`config.mk`:
```
export PLATFORM = sky130hd
export DESIGN_NAME = can_rx_filter_and_tx_config
export DESIGN_NICKNAME = d
export VERILOG_FILES = /design/src/can_node_pkg.sv /design/src/can_rx_filter_and_tx_config.sv /design/src/hex_char_decode.sv /design/src/can_freq_meter.sv
export SDC_FILE = /design/constraint.sdc
export NUM_CORES = 1
export LEC_CHECK = 0
export ABC_AREA = 0
export BUFFER_PORTS_ARGS = -buffer_cell sky130_fd_sc_hd__buf_4
export CAP_MARGIN = 20
export CELL_PAD_IN_SITES_DETAIL_PLACEMENT = 2
export CELL_PAD_IN_SITES_GLOBAL_PLACEMENT = 2
export CORE_AREA = 2 2 183 185
export DETAILED_ROUTE_END_ITERATION = 6
export DIE_AREA = 0 0 185 187
export PLACE_DENSITY_LB_ADDON = 0.1
export SETUP_SLACK_MARGIN = 0.4
export SYNTH_ARGS = -nofsm -noshare
export SYNTH_HDL_FRONTEND = slang
export SYNTH_SLANG_ARGS = --single-unit
```
`constraint.sdc`:
```
create_clock -name core_clk_in -period 5.2 [get_ports core_clk_in]
set_input_delay 0 -clock core_clk_in [delete_from_list [all_inputs] [get_ports core_clk_in]]
set_output_delay 0 -clock core_clk_in [all_outputs]
set_load 0.02 [all_outputs]
```
`src/can_node_pkg.sv`:
```
// Shared constants and types for the CAN node configuration block
package can_node_pkg;

	// Clock
	localparam int CLK_PERIOD_NS = 8;
	localparam int CLK_KHZ = 125000;

	// Frequency measurement window
	localparam int MEAS_TIME_MS = 300;
	localparam int MEAS_CYCLES = MEAS_TIME_MS * CLK_KHZ;

	// Edge spacing limits between frequency classes
	localparam int FAST_LIMIT_NS = 3000;
	localparam int SLOW_LIMIT_NS = 6000;
	localparam int FAST_LIMIT_CYC = FAST_LIMIT_NS / CLK_PERIOD_NS;
	localparam int SLOW_LIMIT_CYC = SLOW_LIMIT_NS / CLK_PERIOD_NS;

	// Identifier layout
	localparam int ID_W = 29;
	localparam int STD_ID_W = 11;
	localparam int HDR_W = 24;
	localparam int PRIO_W = 5;
	localparam logic [28:0] STD_ID_MASK = 29'h00007ff;
	localparam logic [28:0] EXT_ID_MASK = 29'h1fffffff;
	localparam int STD_DIGITS = 3;
	localparam int EXT_DIGITS = 8;

	// Values after reset or restore-defaults
	localparam logic [4:0] PRIO_DEFAULT = 5'h18;
	localparam logic [28:0] MASK_DEFAULT = 29'h0000000;
	localparam logic [28:0] FILTER_DEFAULT = 29'h0000000;
	localparam logic FLOW_DEFAULT = 1'b1;
	localparam logic SCALE5_DEFAULT = 1'b0;

	// Error counters
	localparam logic [8:0] TEC_OFF_LEVEL = 9'h100;
	localparam logic [8:0] TEC_STEP = 9'h008;
	localparam logic [7:0] REC_MAX = 8'hff;

	// Timeout scaling
	localparam logic [3:0] CAN_PROTO_FIRST = 4'h6;
	localparam logic [3:0] CAN_PROTO_LAST = 4'hc;
	localparam logic [10:0] SCALE_FIVE = 11'h005;

	typedef enum logic [3:0] {
		CMD_AUTO_FLOW_REPLY_OFF,
		CMD_AUTO_FLOW_REPLY_ON,
		CMD_ID_MASK_SET,
		CMD_ID_FILTER_SET,
		CMD_TX_PRIORITY_SET,
		CMD_SINGLE_RX_ID_SET,
		CMD_AUTOMATIC_RECEIVE,
		CMD_SILENT_WATCH_OFF,
		CMD_SILENT_WATCH_ON,
		CMD_TIMEOUT_SCALE_ONE,
		CMD_TIMEOUT_SCALE_FIVE,
		CMD_RESTORE_DEFAULTS
	} cmd_type;

	typedef enum logic [1:0] {
		FREQ_NONE,
		FREQ_BELOW_250,
		FREQ_250,
		FREQ_500
	} freq_class_type;

endpackage : can_node_pkg

```
`src/can_rx_filter_and_tx_config.sv`:
```
// CAN node settings, receive acceptance, flow replies and error status
`timescale 1ns/1ns
`default_nettype none
// Overview of operation
// - Auto flow control on by default; accepted First Frame triggers a Flow Control reply.
// - Same enable gates CTS replies to transport-protocol RTS requests.
// - No Flow Control is sent while any monitoring mode is active.
// - Mask bit 1 means must match; mask bit 0 means ignored.
// - Frame accepted only if all masked identifier bits equal the filter.
// - Three-digit mask keeps the low 11 bits; top supplied bit dropped.
// - Short and long masks share one right-justified store.
// - Eight-digit mask drops three top bits, keeps 29.
// - Priority keeps five low bits as top of 29-bit transmit identifier.
// - Priority defaults to hex 18 and returns there on restore-defaults.
// - Receive-address command without argument restores mask and filter defaults.
// - Receive-address with an identifier sets mask and filter for exactly it.
// - An X digit clears its mask nibble, accepting any value there.
// - 29-bit receive-address alike; undone by bare receive-address or automatic receive.
// - Transmit and receive error counts kept; transmitter off above FF.
// - Input frequency reported as 500, 250, below 250 or none.
// - Silent watch sends no acknowledge while monitoring; default from a strap.
// - Response timeout scaled by 1 or 5, only for protocols 6 to C.
module can_rx_filter_and_tx_config #(
	parameter int MEAS_CYCLES = can_node_pkg::MEAS_CYCLES,
	parameter int ARG_CHARS = can_node_pkg::EXT_DIGITS
) (
	// Clock and reset
	input wire logic core_clk_in,
	input wire logic rst_b_in,
	// Host command, argument characters rightmost in bits 7:0
	input wire logic cmd_valid_in,
	input wire can_node_pkg::cmd_type cmd_code_in,
	input wire logic [ARG_CHARS*8-1:0] cmd_arg_in,
	input wire logic [3:0] cmd_arg_len_in,
	output logic cmd_error_out,
	// Strap for silent watch default
	input wire logic prog_param_silent_default_in,
	// Monitoring and protocol state
	input wire logic monitor_active_in,
	input wire logic [3:0] protocol_in,
	input wire logic [7:0] response_timeout_in,
	// Received frame
	input wire logic rx_frame_valid_in,
	input wire logic [28:0] rx_id_in,
	input wire logic rx_first_frame_in,
	input wire logic rx_tp_rts_in,
	output logic rx_accept_out,
	output logic flow_reply_send_out,
	output logic tp_cts_send_out,
	// Transmit identifier
	input wire logic [23:0] header_set_in,
	output logic [28:0] tx_id_out,
	// Bus error events
	input wire logic tx_err_in,
	input wire logic tx_ok_in,
	input wire logic rx_err_in,
	input wire logic rx_ok_in,
	// Status
	output logic [7:0] tx_err_count_out,
	output logic [7:0] rx_err_count_out,
	output logic tx_off_out,
	output logic ack_enable_out,
	output logic tx_enable_out,
	output logic [10:0] timeout_scaled_out,
	output logic flow_reply_on_out,
	output logic silent_watch_out,
	output logic timeout_scale_five_out,
	// CAN input level for frequency class
	input wire logic can_rx_in,
	output can_node_pkg::freq_class_type freq_class_out
);
	typedef struct packed {
		logic strap_done;
		logic flow_on;
		logic silent;
		logic scale5;
		logic [4:0] prio;
		logic [28:0] mask;
		logic [28:0] filter;
		logic [8:0] tec;
		logic [7:0] rec;
		logic accept;
		logic fc_send;
		logic cts_send;
		logic cmd_err;
		logic [10:0] tmo;
	} cfg_state_type;

	cfg_state_type st_r, st_nxt;

	// Argument decode
	logic [3:0] nib[ARG_CHARS];
	logic nib_x[ARG_CHARS];
	logic nib_ok[ARG_CHARS];
	logic [31:0] arg_val;
	logic [31:0] arg_xbits;
	logic arg_hex_ok;
	logic arg_x_ok;
	logic any_x;

	// One decoder per argument character
	genvar gi;
	generate
		for (gi = 0; gi < ARG_CHARS; gi++) begin : g_dec
			hex_char_decode u_dec (
				.char_in(cmd_arg_in[gi*8 +: 8]),
				.nibble_out(nib[gi]),
				.is_x_out(nib_x[gi]),
				.ok_out(nib_ok[gi])
			);
		end
	endgenerate

	always_comb begin
		arg_val = 32'h0;
		arg_xbits = 32'h0;
		arg_hex_ok = 1'b1;
		arg_x_ok = 1'b1;
		any_x = 1'b0;
		for (int i = 0; i < ARG_CHARS; i++) begin
			if (4'(i) < cmd_arg_len_in) begin
				arg_val[i*4 +: 4] = nib[i];
				if (nib_x[i]) begin
					arg_xbits[i*4 +: 4] = 4'hf;
					any_x = 1'b1;
				end
				if (!nib_ok[i]) begin
					arg_x_ok = 1'b0;
				end
			end
		end
		// Plain hex excludes X digits
		if (any_x || !arg_x_ok) begin
			arg_hex_ok = 1'b0;
		end
	end

	// Coarse bus rate for the status report
	can_freq_meter #(
		.MEAS_CYCLES(MEAS_CYCLES)
	) u_freq (
		.core_clk_in(core_clk_in),
		.rst_b_in(rst_b_in),
		.can_rx_in(can_rx_in),
		.freq_class_out(freq_class_out)
	);

	logic len_std;
	logic len_ext;
	logic tx_off;
	logic in_can_proto;
	// Restore clears the counts before this cycle's error events
	logic restore_now;
	logic [8:0] tec_base;
	logic [7:0] rec_base;
	logic off_base;

	assign len_std = cmd_arg_len_in == 4'(can_node_pkg::STD_DIGITS);
	assign len_ext = cmd_arg_len_in == 4'(can_node_pkg::EXT_DIGITS);
	// Bus off sticks until reset or restore-defaults
	assign tx_off = st_r.tec >= can_node_pkg::TEC_OFF_LEVEL;
	assign in_can_proto = protocol_in >= can_node_pkg::CAN_PROTO_FIRST &&
		protocol_in <= can_node_pkg::CAN_PROTO_LAST;
	assign restore_now = cmd_valid_in &&
		cmd_code_in == can_node_pkg::CMD_RESTORE_DEFAULTS;
	assign tec_base = restore_now ? 9'h000 : st_r.tec;
	assign rec_base = restore_now ? 8'h00 : st_r.rec;
	assign off_base = tec_base >= can_node_pkg::TEC_OFF_LEVEL;

	always_comb begin
		st_nxt = st_r;
		st_nxt.accept = 1'b0;
		st_nxt.fc_send = 1'b0;
		st_nxt.cts_send = 1'b0;
		st_nxt.cmd_err = 1'b0;

		// Silent default caught once after reset release
		if (!st_r.strap_done) begin
			st_nxt.strap_done = 1'b1;
			st_nxt.silent = prog_param_silent_default_in;
		end

		// Acceptance and automatic replies
		if (rx_frame_valid_in &&
			((rx_id_in ^ st_r.filter) & st_r.mask) == 29'h0) begin
			st_nxt.accept = 1'b1;
			// Monitoring blocks both replies whatever the enable
			if (st_r.flow_on && !monitor_active_in) begin
				st_nxt.fc_send = rx_first_frame_in;
				st_nxt.cts_send = rx_tp_rts_in;
			end
		end

		// Timeout scaling
		// Scale applies to CAN protocols only
		if (st_r.scale5 && in_can_proto) begin
			st_nxt.tmo = {3'h0, response_timeout_in} * can_node_pkg::SCALE_FIVE;
		end else begin
			st_nxt.tmo = {3'h0, response_timeout_in};
		end

		// Host commands
		if (cmd_valid_in) begin
			unique case (cmd_code_in)
				can_node_pkg::CMD_AUTO_FLOW_REPLY_OFF: begin
					st_nxt.flow_on = 1'b0;
				end
				can_node_pkg::CMD_AUTO_FLOW_REPLY_ON: begin
					st_nxt.flow_on = 1'b1;
				end
				can_node_pkg::CMD_ID_MASK_SET, can_node_pkg::CMD_ID_FILTER_SET: begin
					// X digits refused; only receive-address takes them
					if (arg_hex_ok && len_std) begin
						if (cmd_code_in == can_node_pkg::CMD_ID_MASK_SET) begin
							st_nxt.mask = arg_val[28:0] & can_node_pkg::STD_ID_MASK;
						end else begin
							st_nxt.filter = arg_val[28:0] & can_node_pkg::STD_ID_MASK;
						end
					end else if (arg_hex_ok && len_ext) begin
						if (cmd_code_in == can_node_pkg::CMD_ID_MASK_SET) begin
							st_nxt.mask = arg_val[28:0];
						end else begin
							st_nxt.filter = arg_val[28:0];
						end
					end else begin
						st_nxt.cmd_err = 1'b1;
					end
				end
				can_node_pkg::CMD_TX_PRIORITY_SET: begin
					if (arg_hex_ok && cmd_arg_len_in == 4'h2) begin
						st_nxt.prio = arg_val[4:0];
					end else begin
						st_nxt.cmd_err = 1'b1;
					end
				end
				can_node_pkg::CMD_SINGLE_RX_ID_SET: begin
					// No argument undoes any single-address setting
					if (cmd_arg_len_in == 4'h0) begin
						st_nxt.mask = can_node_pkg::MASK_DEFAULT;
						st_nxt.filter = can_node_pkg::FILTER_DEFAULT;
					end else if (arg_x_ok && len_std) begin
						st_nxt.mask = can_node_pkg::STD_ID_MASK & ~arg_xbits[28:0];
						st_nxt.filter = arg_val[28:0] & can_node_pkg::STD_ID_MASK;
					end else if (arg_x_ok && len_ext) begin
						st_nxt.mask = can_node_pkg::EXT_ID_MASK & ~arg_xbits[28:0];
						st_nxt.filter = arg_val[28:0];
					end else begin
						st_nxt.cmd_err = 1'b1;
					end
				end
				can_node_pkg::CMD_AUTOMATIC_RECEIVE: begin
					st_nxt.mask = can_node_pkg::MASK_DEFAULT;
					st_nxt.filter = can_node_pkg::FILTER_DEFAULT;
				end
				can_node_pkg::CMD_SILENT_WATCH_OFF: begin
					st_nxt.silent = 1'b0;
				end
				can_node_pkg::CMD_SILENT_WATCH_ON: begin
					st_nxt.silent = 1'b1;
				end
				can_node_pkg::CMD_TIMEOUT_SCALE_ONE: begin
					st_nxt.scale5 = 1'b0;
				end
				can_node_pkg::CMD_TIMEOUT_SCALE_FIVE: begin
					st_nxt.scale5 = 1'b1;
				end
				can_node_pkg::CMD_RESTORE_DEFAULTS: begin
					st_nxt.flow_on = can_node_pkg::FLOW_DEFAULT;
					st_nxt.silent = prog_param_silent_default_in;
					st_nxt.scale5 = can_node_pkg::SCALE5_DEFAULT;
					st_nxt.prio = can_node_pkg::PRIO_DEFAULT;
					st_nxt.mask = can_node_pkg::MASK_DEFAULT;
					st_nxt.filter = can_node_pkg::FILTER_DEFAULT;
					// Counts cleared through restore_now
				end
				default: begin
					st_nxt.cmd_err = 1'b1;
				end
			endcase
		end

		// Error counters, cleared first on restore so no event is lost
		if (tx_err_in && !off_base) begin
			st_nxt.tec = tec_base + can_node_pkg::TEC_STEP;
			if (st_nxt.tec > can_node_pkg::TEC_OFF_LEVEL) begin
				st_nxt.tec = can_node_pkg::TEC_OFF_LEVEL;
			end
		end else if (tx_ok_in && !off_base && tec_base != 9'h000) begin
			st_nxt.tec = tec_base - 9'h001;
		end else begin
			st_nxt.tec = tec_base;
		end
		if (rx_err_in && rec_base != can_node_pkg::REC_MAX) begin
			st_nxt.rec = rec_base + 8'h01;
		end else if (rx_ok_in && !rx_err_in && rec_base != 8'h00) begin
			st_nxt.rec = rec_base - 8'h01;
		end else begin
			st_nxt.rec = rec_base;
		end
	end

	// Silent starts on so nothing is acknowledged while monitoring before the strap is read
	always_ff @(posedge core_clk_in or negedge rst_b_in) begin
		if (!rst_b_in) begin
			st_r <= '{
				strap_done: 1'b0,
				flow_on: can_node_pkg::FLOW_DEFAULT,
				silent: 1'b1,
				scale5: can_node_pkg::SCALE5_DEFAULT,
				prio: can_node_pkg::PRIO_DEFAULT,
				mask: can_node_pkg::MASK_DEFAULT,
				filter: can_node_pkg::FILTER_DEFAULT,
				tec: 9'h000,
				rec: 8'h00,
				accept: 1'b0,
				fc_send: 1'b0,
				cts_send: 1'b0,
				cmd_err: 1'b0,
				tmo: 11'h000
			};
		end else begin
			st_r <= st_nxt;
		end
	end

	// Outputs
	assign rx_accept_out = st_r.accept;
	assign flow_reply_send_out = st_r.fc_send;
	assign tp_cts_send_out = st_r.cts_send;
	assign cmd_error_out = st_r.cmd_err;
	assign tx_id_out = {st_r.prio, header_set_in};
	assign tx_err_count_out = tx_off ? 8'hff : st_r.tec[7:0];
	assign rx_err_count_out = st_r.rec;
	assign tx_off_out = tx_off;
	assign ack_enable_out = !tx_off && !(monitor_active_in && st_r.silent);
	assign tx_enable_out = !tx_off && !(monitor_active_in && st_r.silent);
	assign timeout_scaled_out = st_r.tmo;
	assign flow_reply_on_out = st_r.flow_on;
	assign silent_watch_out = st_r.silent;
	assign timeout_scale_five_out = st_r.scale5;
endmodule : can_rx_filter_and_tx_config
`default_nettype wire

```
`src/hex_char_decode.sv`:
```
// ASCII hexadecimal argument character to nibble
`timescale 1ns/1ns
`default_nettype none
module hex_char_decode (
	// Character
	input wire logic [7:0] char_in,
	// Decoded value
	output logic [3:0] nibble_out,
	output logic is_x_out,
	output logic ok_out
);
	always_comb begin
		nibble_out = 4'h0;
		is_x_out = 1'b0;
		ok_out = 1'b1;
		if (char_in >= 8'h30 && char_in <= 8'h39) begin
			nibble_out = 4'(char_in - 8'h30);
		end else if (char_in >= 8'h41 && char_in <= 8'h46) begin
			nibble_out = 4'(char_in - 8'h37);
		end else if (char_in >= 8'h61 && char_in <= 8'h66) begin
			nibble_out = 4'(char_in - 8'h57);
		end else if (char_in == 8'h58 || char_in == 8'h78) begin
			is_x_out = 1'b1;
		end else begin
			ok_out = 1'b0;
		end
	end
endmodule : hex_char_decode
`default_nettype wire

```
`src/can_freq_meter.sv`:
```
// Coarse CAN input frequency classifier from shortest edge spacing
`timescale 1ns/1ns
`default_nettype none
module can_freq_meter #(
	parameter int MEAS_CYCLES = can_node_pkg::MEAS_CYCLES
) (
	// Clock and reset
	input wire logic core_clk_in,
	input wire logic rst_b_in,
	// CAN input level
	input wire logic can_rx_in,
	// Result
	output can_node_pkg::freq_class_type freq_class_out
);
	typedef struct packed {
		logic prev;
		logic seen;
		logic [31:0] win;
		logic [15:0] gap;
		logic [15:0] min_gap;
		can_node_pkg::freq_class_type cls;
	} meter_state_type;

	meter_state_type st_r, st_nxt;

	always_comb begin
		st_nxt = st_r;
		st_nxt.prev = can_rx_in;
		if (st_r.gap != 16'hffff) begin
			st_nxt.gap = st_r.gap + 16'h0001;
		end
		if (can_rx_in != st_r.prev) begin
			st_nxt.gap = 16'h0001;
			if (st_r.seen && st_r.gap < st_r.min_gap) begin
				st_nxt.min_gap = st_r.gap;
			end
			st_nxt.seen = 1'b1;
		end
		if (st_r.win == 32'(MEAS_CYCLES - 1)) begin
			st_nxt.win = 32'h0;
			st_nxt.seen = 1'b0;
			st_nxt.min_gap = 16'hffff;
			if (!st_r.seen) begin
				st_nxt.cls = can_node_pkg::FREQ_NONE;
			end else if (st_r.min_gap < 16'(can_node_pkg::FAST_LIMIT_CYC)) begin
				st_nxt.cls = can_node_pkg::FREQ_500;
			end else if (st_r.min_gap < 16'(can_node_pkg::SLOW_LIMIT_CYC)) begin
				st_nxt.cls = can_node_pkg::FREQ_250;
			end else begin
				st_nxt.cls = can_node_pkg::FREQ_BELOW_250;
			end
		end else begin
			st_nxt.win = st_r.win + 32'h1;
		end
	end

	always_ff @(posedge core_clk_in or negedge rst_b_in) begin
		if (!rst_b_in) begin
			st_r <= '{prev: 1'b1, seen: 1'b0, win: 32'h0, gap: 16'h0,
				min_gap: 16'hffff, cls: can_node_pkg::FREQ_NONE};
		end else begin
			st_r <= st_nxt;
		end
	end

	assign freq_class_out = st_r.cls;
endmodule : can_freq_meter
`default_nettype wire

```
==> flow_metrics.tcl <==
set metrics [dict create \
    status "finished, final reports clean" \
    seqPwrFrac_pct 39.4 \
    cp-end-kind "flop" \
    clk_latency_ns 0.45 \
    dieArea_mm2 0.0346 \
    clock.fmax_ghz 0.285 \
    final_cell_mix "179 x buf_4, 146 x dfrtp_1, 106 x nor2_1" \
    avgSynthCellArea_um2 9.55 \
    synthTopCellsByArea "dfrtp_1 32%, ha_1 6.6%, dfstp_2 4.9%" \
    ant_nets 0 \
    synth.distinct_cells 81 \
    finalWirelength_um 35300 \
    cp.arrival_ns 3.83 \
    crit_end "st_r[81]" \
    synth_area_mm2 0.0113 \
    cts_sinks 167 \
    die_h_um 187 \
    swShare_pct 35.5 \
    layout-drive-gt1-share_pct 23.0 \
    period_needed_ns 3.51 \
    clk_pin_slew_worst_paths_ns 0.07 \
    cp-start-kind "input pin" \
    grt_util_met3_pct 3.41 \
    critPathLaunch "cmd_arg_in[1]" \
    cts_tree "built" \
    synthToLayoutAreaGrowth_pct 19.9 \
    maxSlewViolCount 0 \
    comb_power_share_pct 29.3 \
    die_w_um 185 \
    cts_buffers 17 \
    avgRoutedWirePerCell_um 19.7 \
    drt-initial-drc-count 305 \
    setup-violations-final 0 \
    multi_input_area_mm2 0.00641 \
    p_sw_uw 1450 \
    critPathRequiredTime_ns 5.52 \
    powerDensity_mw_per_mm2 299 \
    netlist_instances 1187 \
    fin_setup_tns_ns 0 \
    regToRegStartpoint "u_freq.st_r[34]" \
    met1_usage_pct 28.1 \
    placed_area_mm2 0.0127 \
    critPathMaxFanout 28 \
    stdcell_count 1792 \
    grt_overflow 0 \
    criticalPathCategory "in2reg" \
    layout_commonest_cell "buf_4" \
    finalCritPeriodShare_pct 67.5 \
    core_area_mm2 0.0329 \
    grt_max_degree 79 \
    dpl.cell_count 1730 \
    synth_top_area_share_pct 32.2 \
    yosysTopAreaCell "dfrtp_1" \
    final_hold_viol_count 0 \
    holdWs_ns 0.00000881 \
    synth_flop_cell "dfrtp_1" \
    gp_congestion 0.778 \
    ys_ff_latch 167 \
    hpwl_um 26400 \
    grt_use_met2_pct 37.0 \
    slew-limit-headroom_pct 31.4 \
    area.sequential_mm2 0.00421 \
    seq_area_frac_synth_pct 37.1 \
    skew_ns 0.0163 \
    io-pin-count 218 \
    cts_setup_buffers 0 \
    syn-num-nets 1398 \
    hold_path.class "in2out" \
    drt-pass1-iter-count 4 \
    p_clk_share_pct 31.3 \
    grt.busiest_layer "met2" \
    row_count 67 \
    max_cap_viol_count 0 \
    h-tree-depth 4 \
    grt_pass1_vias 10400 \
    via_per_inst 5.26 \
    nFillCells 3643 \
    synth_edf_count 0 \
    final_nets 1538 \
    p_leak_uw 0.00640 \
    reg2reg_slack_ns 2.33 \
    reg2regPathDepth 8 \
    synth_warnings 0 \
    ctsLongestPathBuffers 2 \
    async_reset_ff_share_pct 100 \
    antenna_found_initial 3 \
    r2r-end "u_freq.st_r[62]" \
    vias 9421 \
    start_util_pct 34.5 \
    tightest_slew_ns 1.03 \
    ir_drop_mv 0.216 \
    cts_resized 0 \
    cts-root-buf "clkbuf_16" \
    globalRouteTotalUtil_pct 21.3 \
    cell_internal_pwr_uw 2620 \
    design_area_mm2 0.0136 \
    rsz0062_at_grt "false" \
    grt_pass1_wl_um 58200 \
    port_buffers 169 \
    drc 0 \
]
==> logic make-up after synthesis <==
logic type               count (synthesis)  synth area share [%]
AO/OA/AOI/OAI                          233                  15.1
XOR/XNOR                               103                  7.96
adder cells (fa/ha/maj)                 61                  6.80
buffers and inverters                  142                  6.67
flip-flops                             167                  37.1
multiplexers                            77                  7.81
other                                    1                0.0331
AND/OR/NAND/NOR                        403                  18.5
==> what timing repair did <==
item	CTS	global route
hold buffers	26	0
setup endpoints to repair	0	0
hold endpoints to repair	86	0
==> state kept, by name (all words and copies together), names as in the netlist <==
register,flops
cmd_error_out,1
timeout_scale_five_out,1
u_freq.freq_class_out,2
rx_err_count_out,8
silent_watch_out,1
u_freq.st_r,66
rx_accept_out,1
flow_reply_send_out,1
tp_cts_send_out,1
tx_id_out,5
flow_reply_on_out,1
timeout_scaled_out,11
st_r,68
==> stage by stage <==
step | util [%] | setup WS [ns] | power, µW
finish | 41.3 | 1.69 | 4070
global placement | 38.8 | 1.26 | 2770
detailed placement | 38.8 | 1.20 | 2800
global route | 41.3 | 1.51 | 4320
CTS | 41.3 | 1.66 | 4130
floorplan | - | 2.30 | 2390
==> worst max-delay path, stage by stage <==
cell and delay [ns]:
buf_4 0.12, inv_1 0.10, ha_1 0.24, o21bai_4 0.09
a2111oi_4 0.51, nor4_1 0.21, or4_4 0.60, nor4_2 0.45
a32oi_1 0.23, a21oi_4 0.84, mux2_2 0.42
==> synth_stat cells (all sizes together), types with 4 or more instances <==
library cell	count
a22o	8
o21ai	51
and3	17
a21oi	34
o211ai	7
nor3b	4
nand3	41
nand2b	21
nand3b	4
nor2b	11
nor2	106
mux2i	13
nor4	13
or2	11
mux2	64
and4	7
a211oi	4
a21boi	18
o22ai	16
or3	5
and2	6
nor4b	12
nor3	24
a21o	14
ha	60
o41ai	5
a221oi	5
dfstp	21
nand2	87
a2111oi	5
dfrtp	146
clkbuf	24
nand4	12
buf	61
o21bai	7
nand4b	5
xor2	62
a211o	17
a31oi	14
a22oi	7
inv	57
xnor2	41
==> worst min path at each step <==
stage                 startpoint       endpoint  slack [ns]  cells past startpoint
5_1_grt         header_set_in[4]   tx_id_out[4]     0.00005                      0
6_report       header_set_in[18]  tx_id_out[18]    0.000009                      0
3_3_place_gp   header_set_in[14]  tx_id_out[14]      0.0001                      0
2_1_floorplan           rst_b_in  cmd_error_out       -0.30                      0
4_1_cts        header_set_in[14]  tx_id_out[14]      0.0001                      0
3_5_place_dp   header_set_in[14]  tx_id_out[14]      0.0001                      0
==> area by class of cell <==
class,instances,share of cell area [%]
Inverter,57,1.57
Clock inverter,14,0.949
Timing Repair Buffer,206,11.9
Tap cell,448,4.13
Antenna cell,4,0.0737
Multi-Input combinational cell,878,47.2
Clock buffer,18,3.23
Sequential cell,167,31.0
==> routing by layer <==
metal / vias to the layer above / part of all wire [%] / wire, µm
met5: - / 0 / 0
met4: 0 / 0.66 / 233
met3: 17 / 2.4 / 848
met2: 107 / 52 / 18200
met1: 4835 / 45 / 16000
li1: 4462 / - / -
==> power by group through the flow <==
stage | clock, µW | sequential [µW] | combinational, µW
floorplan | 0 | 1570 | 822
global placement | 0 | 1620 | 1150
detailed placement | 0 | 1630 | 1180
CTS | 1310 | 1610 | 1210
global route | 1370 | 1630 | 1320
finish | 1270 | 1600 | 1190
No activity file was read; power rests on OpenSTA's default activity.
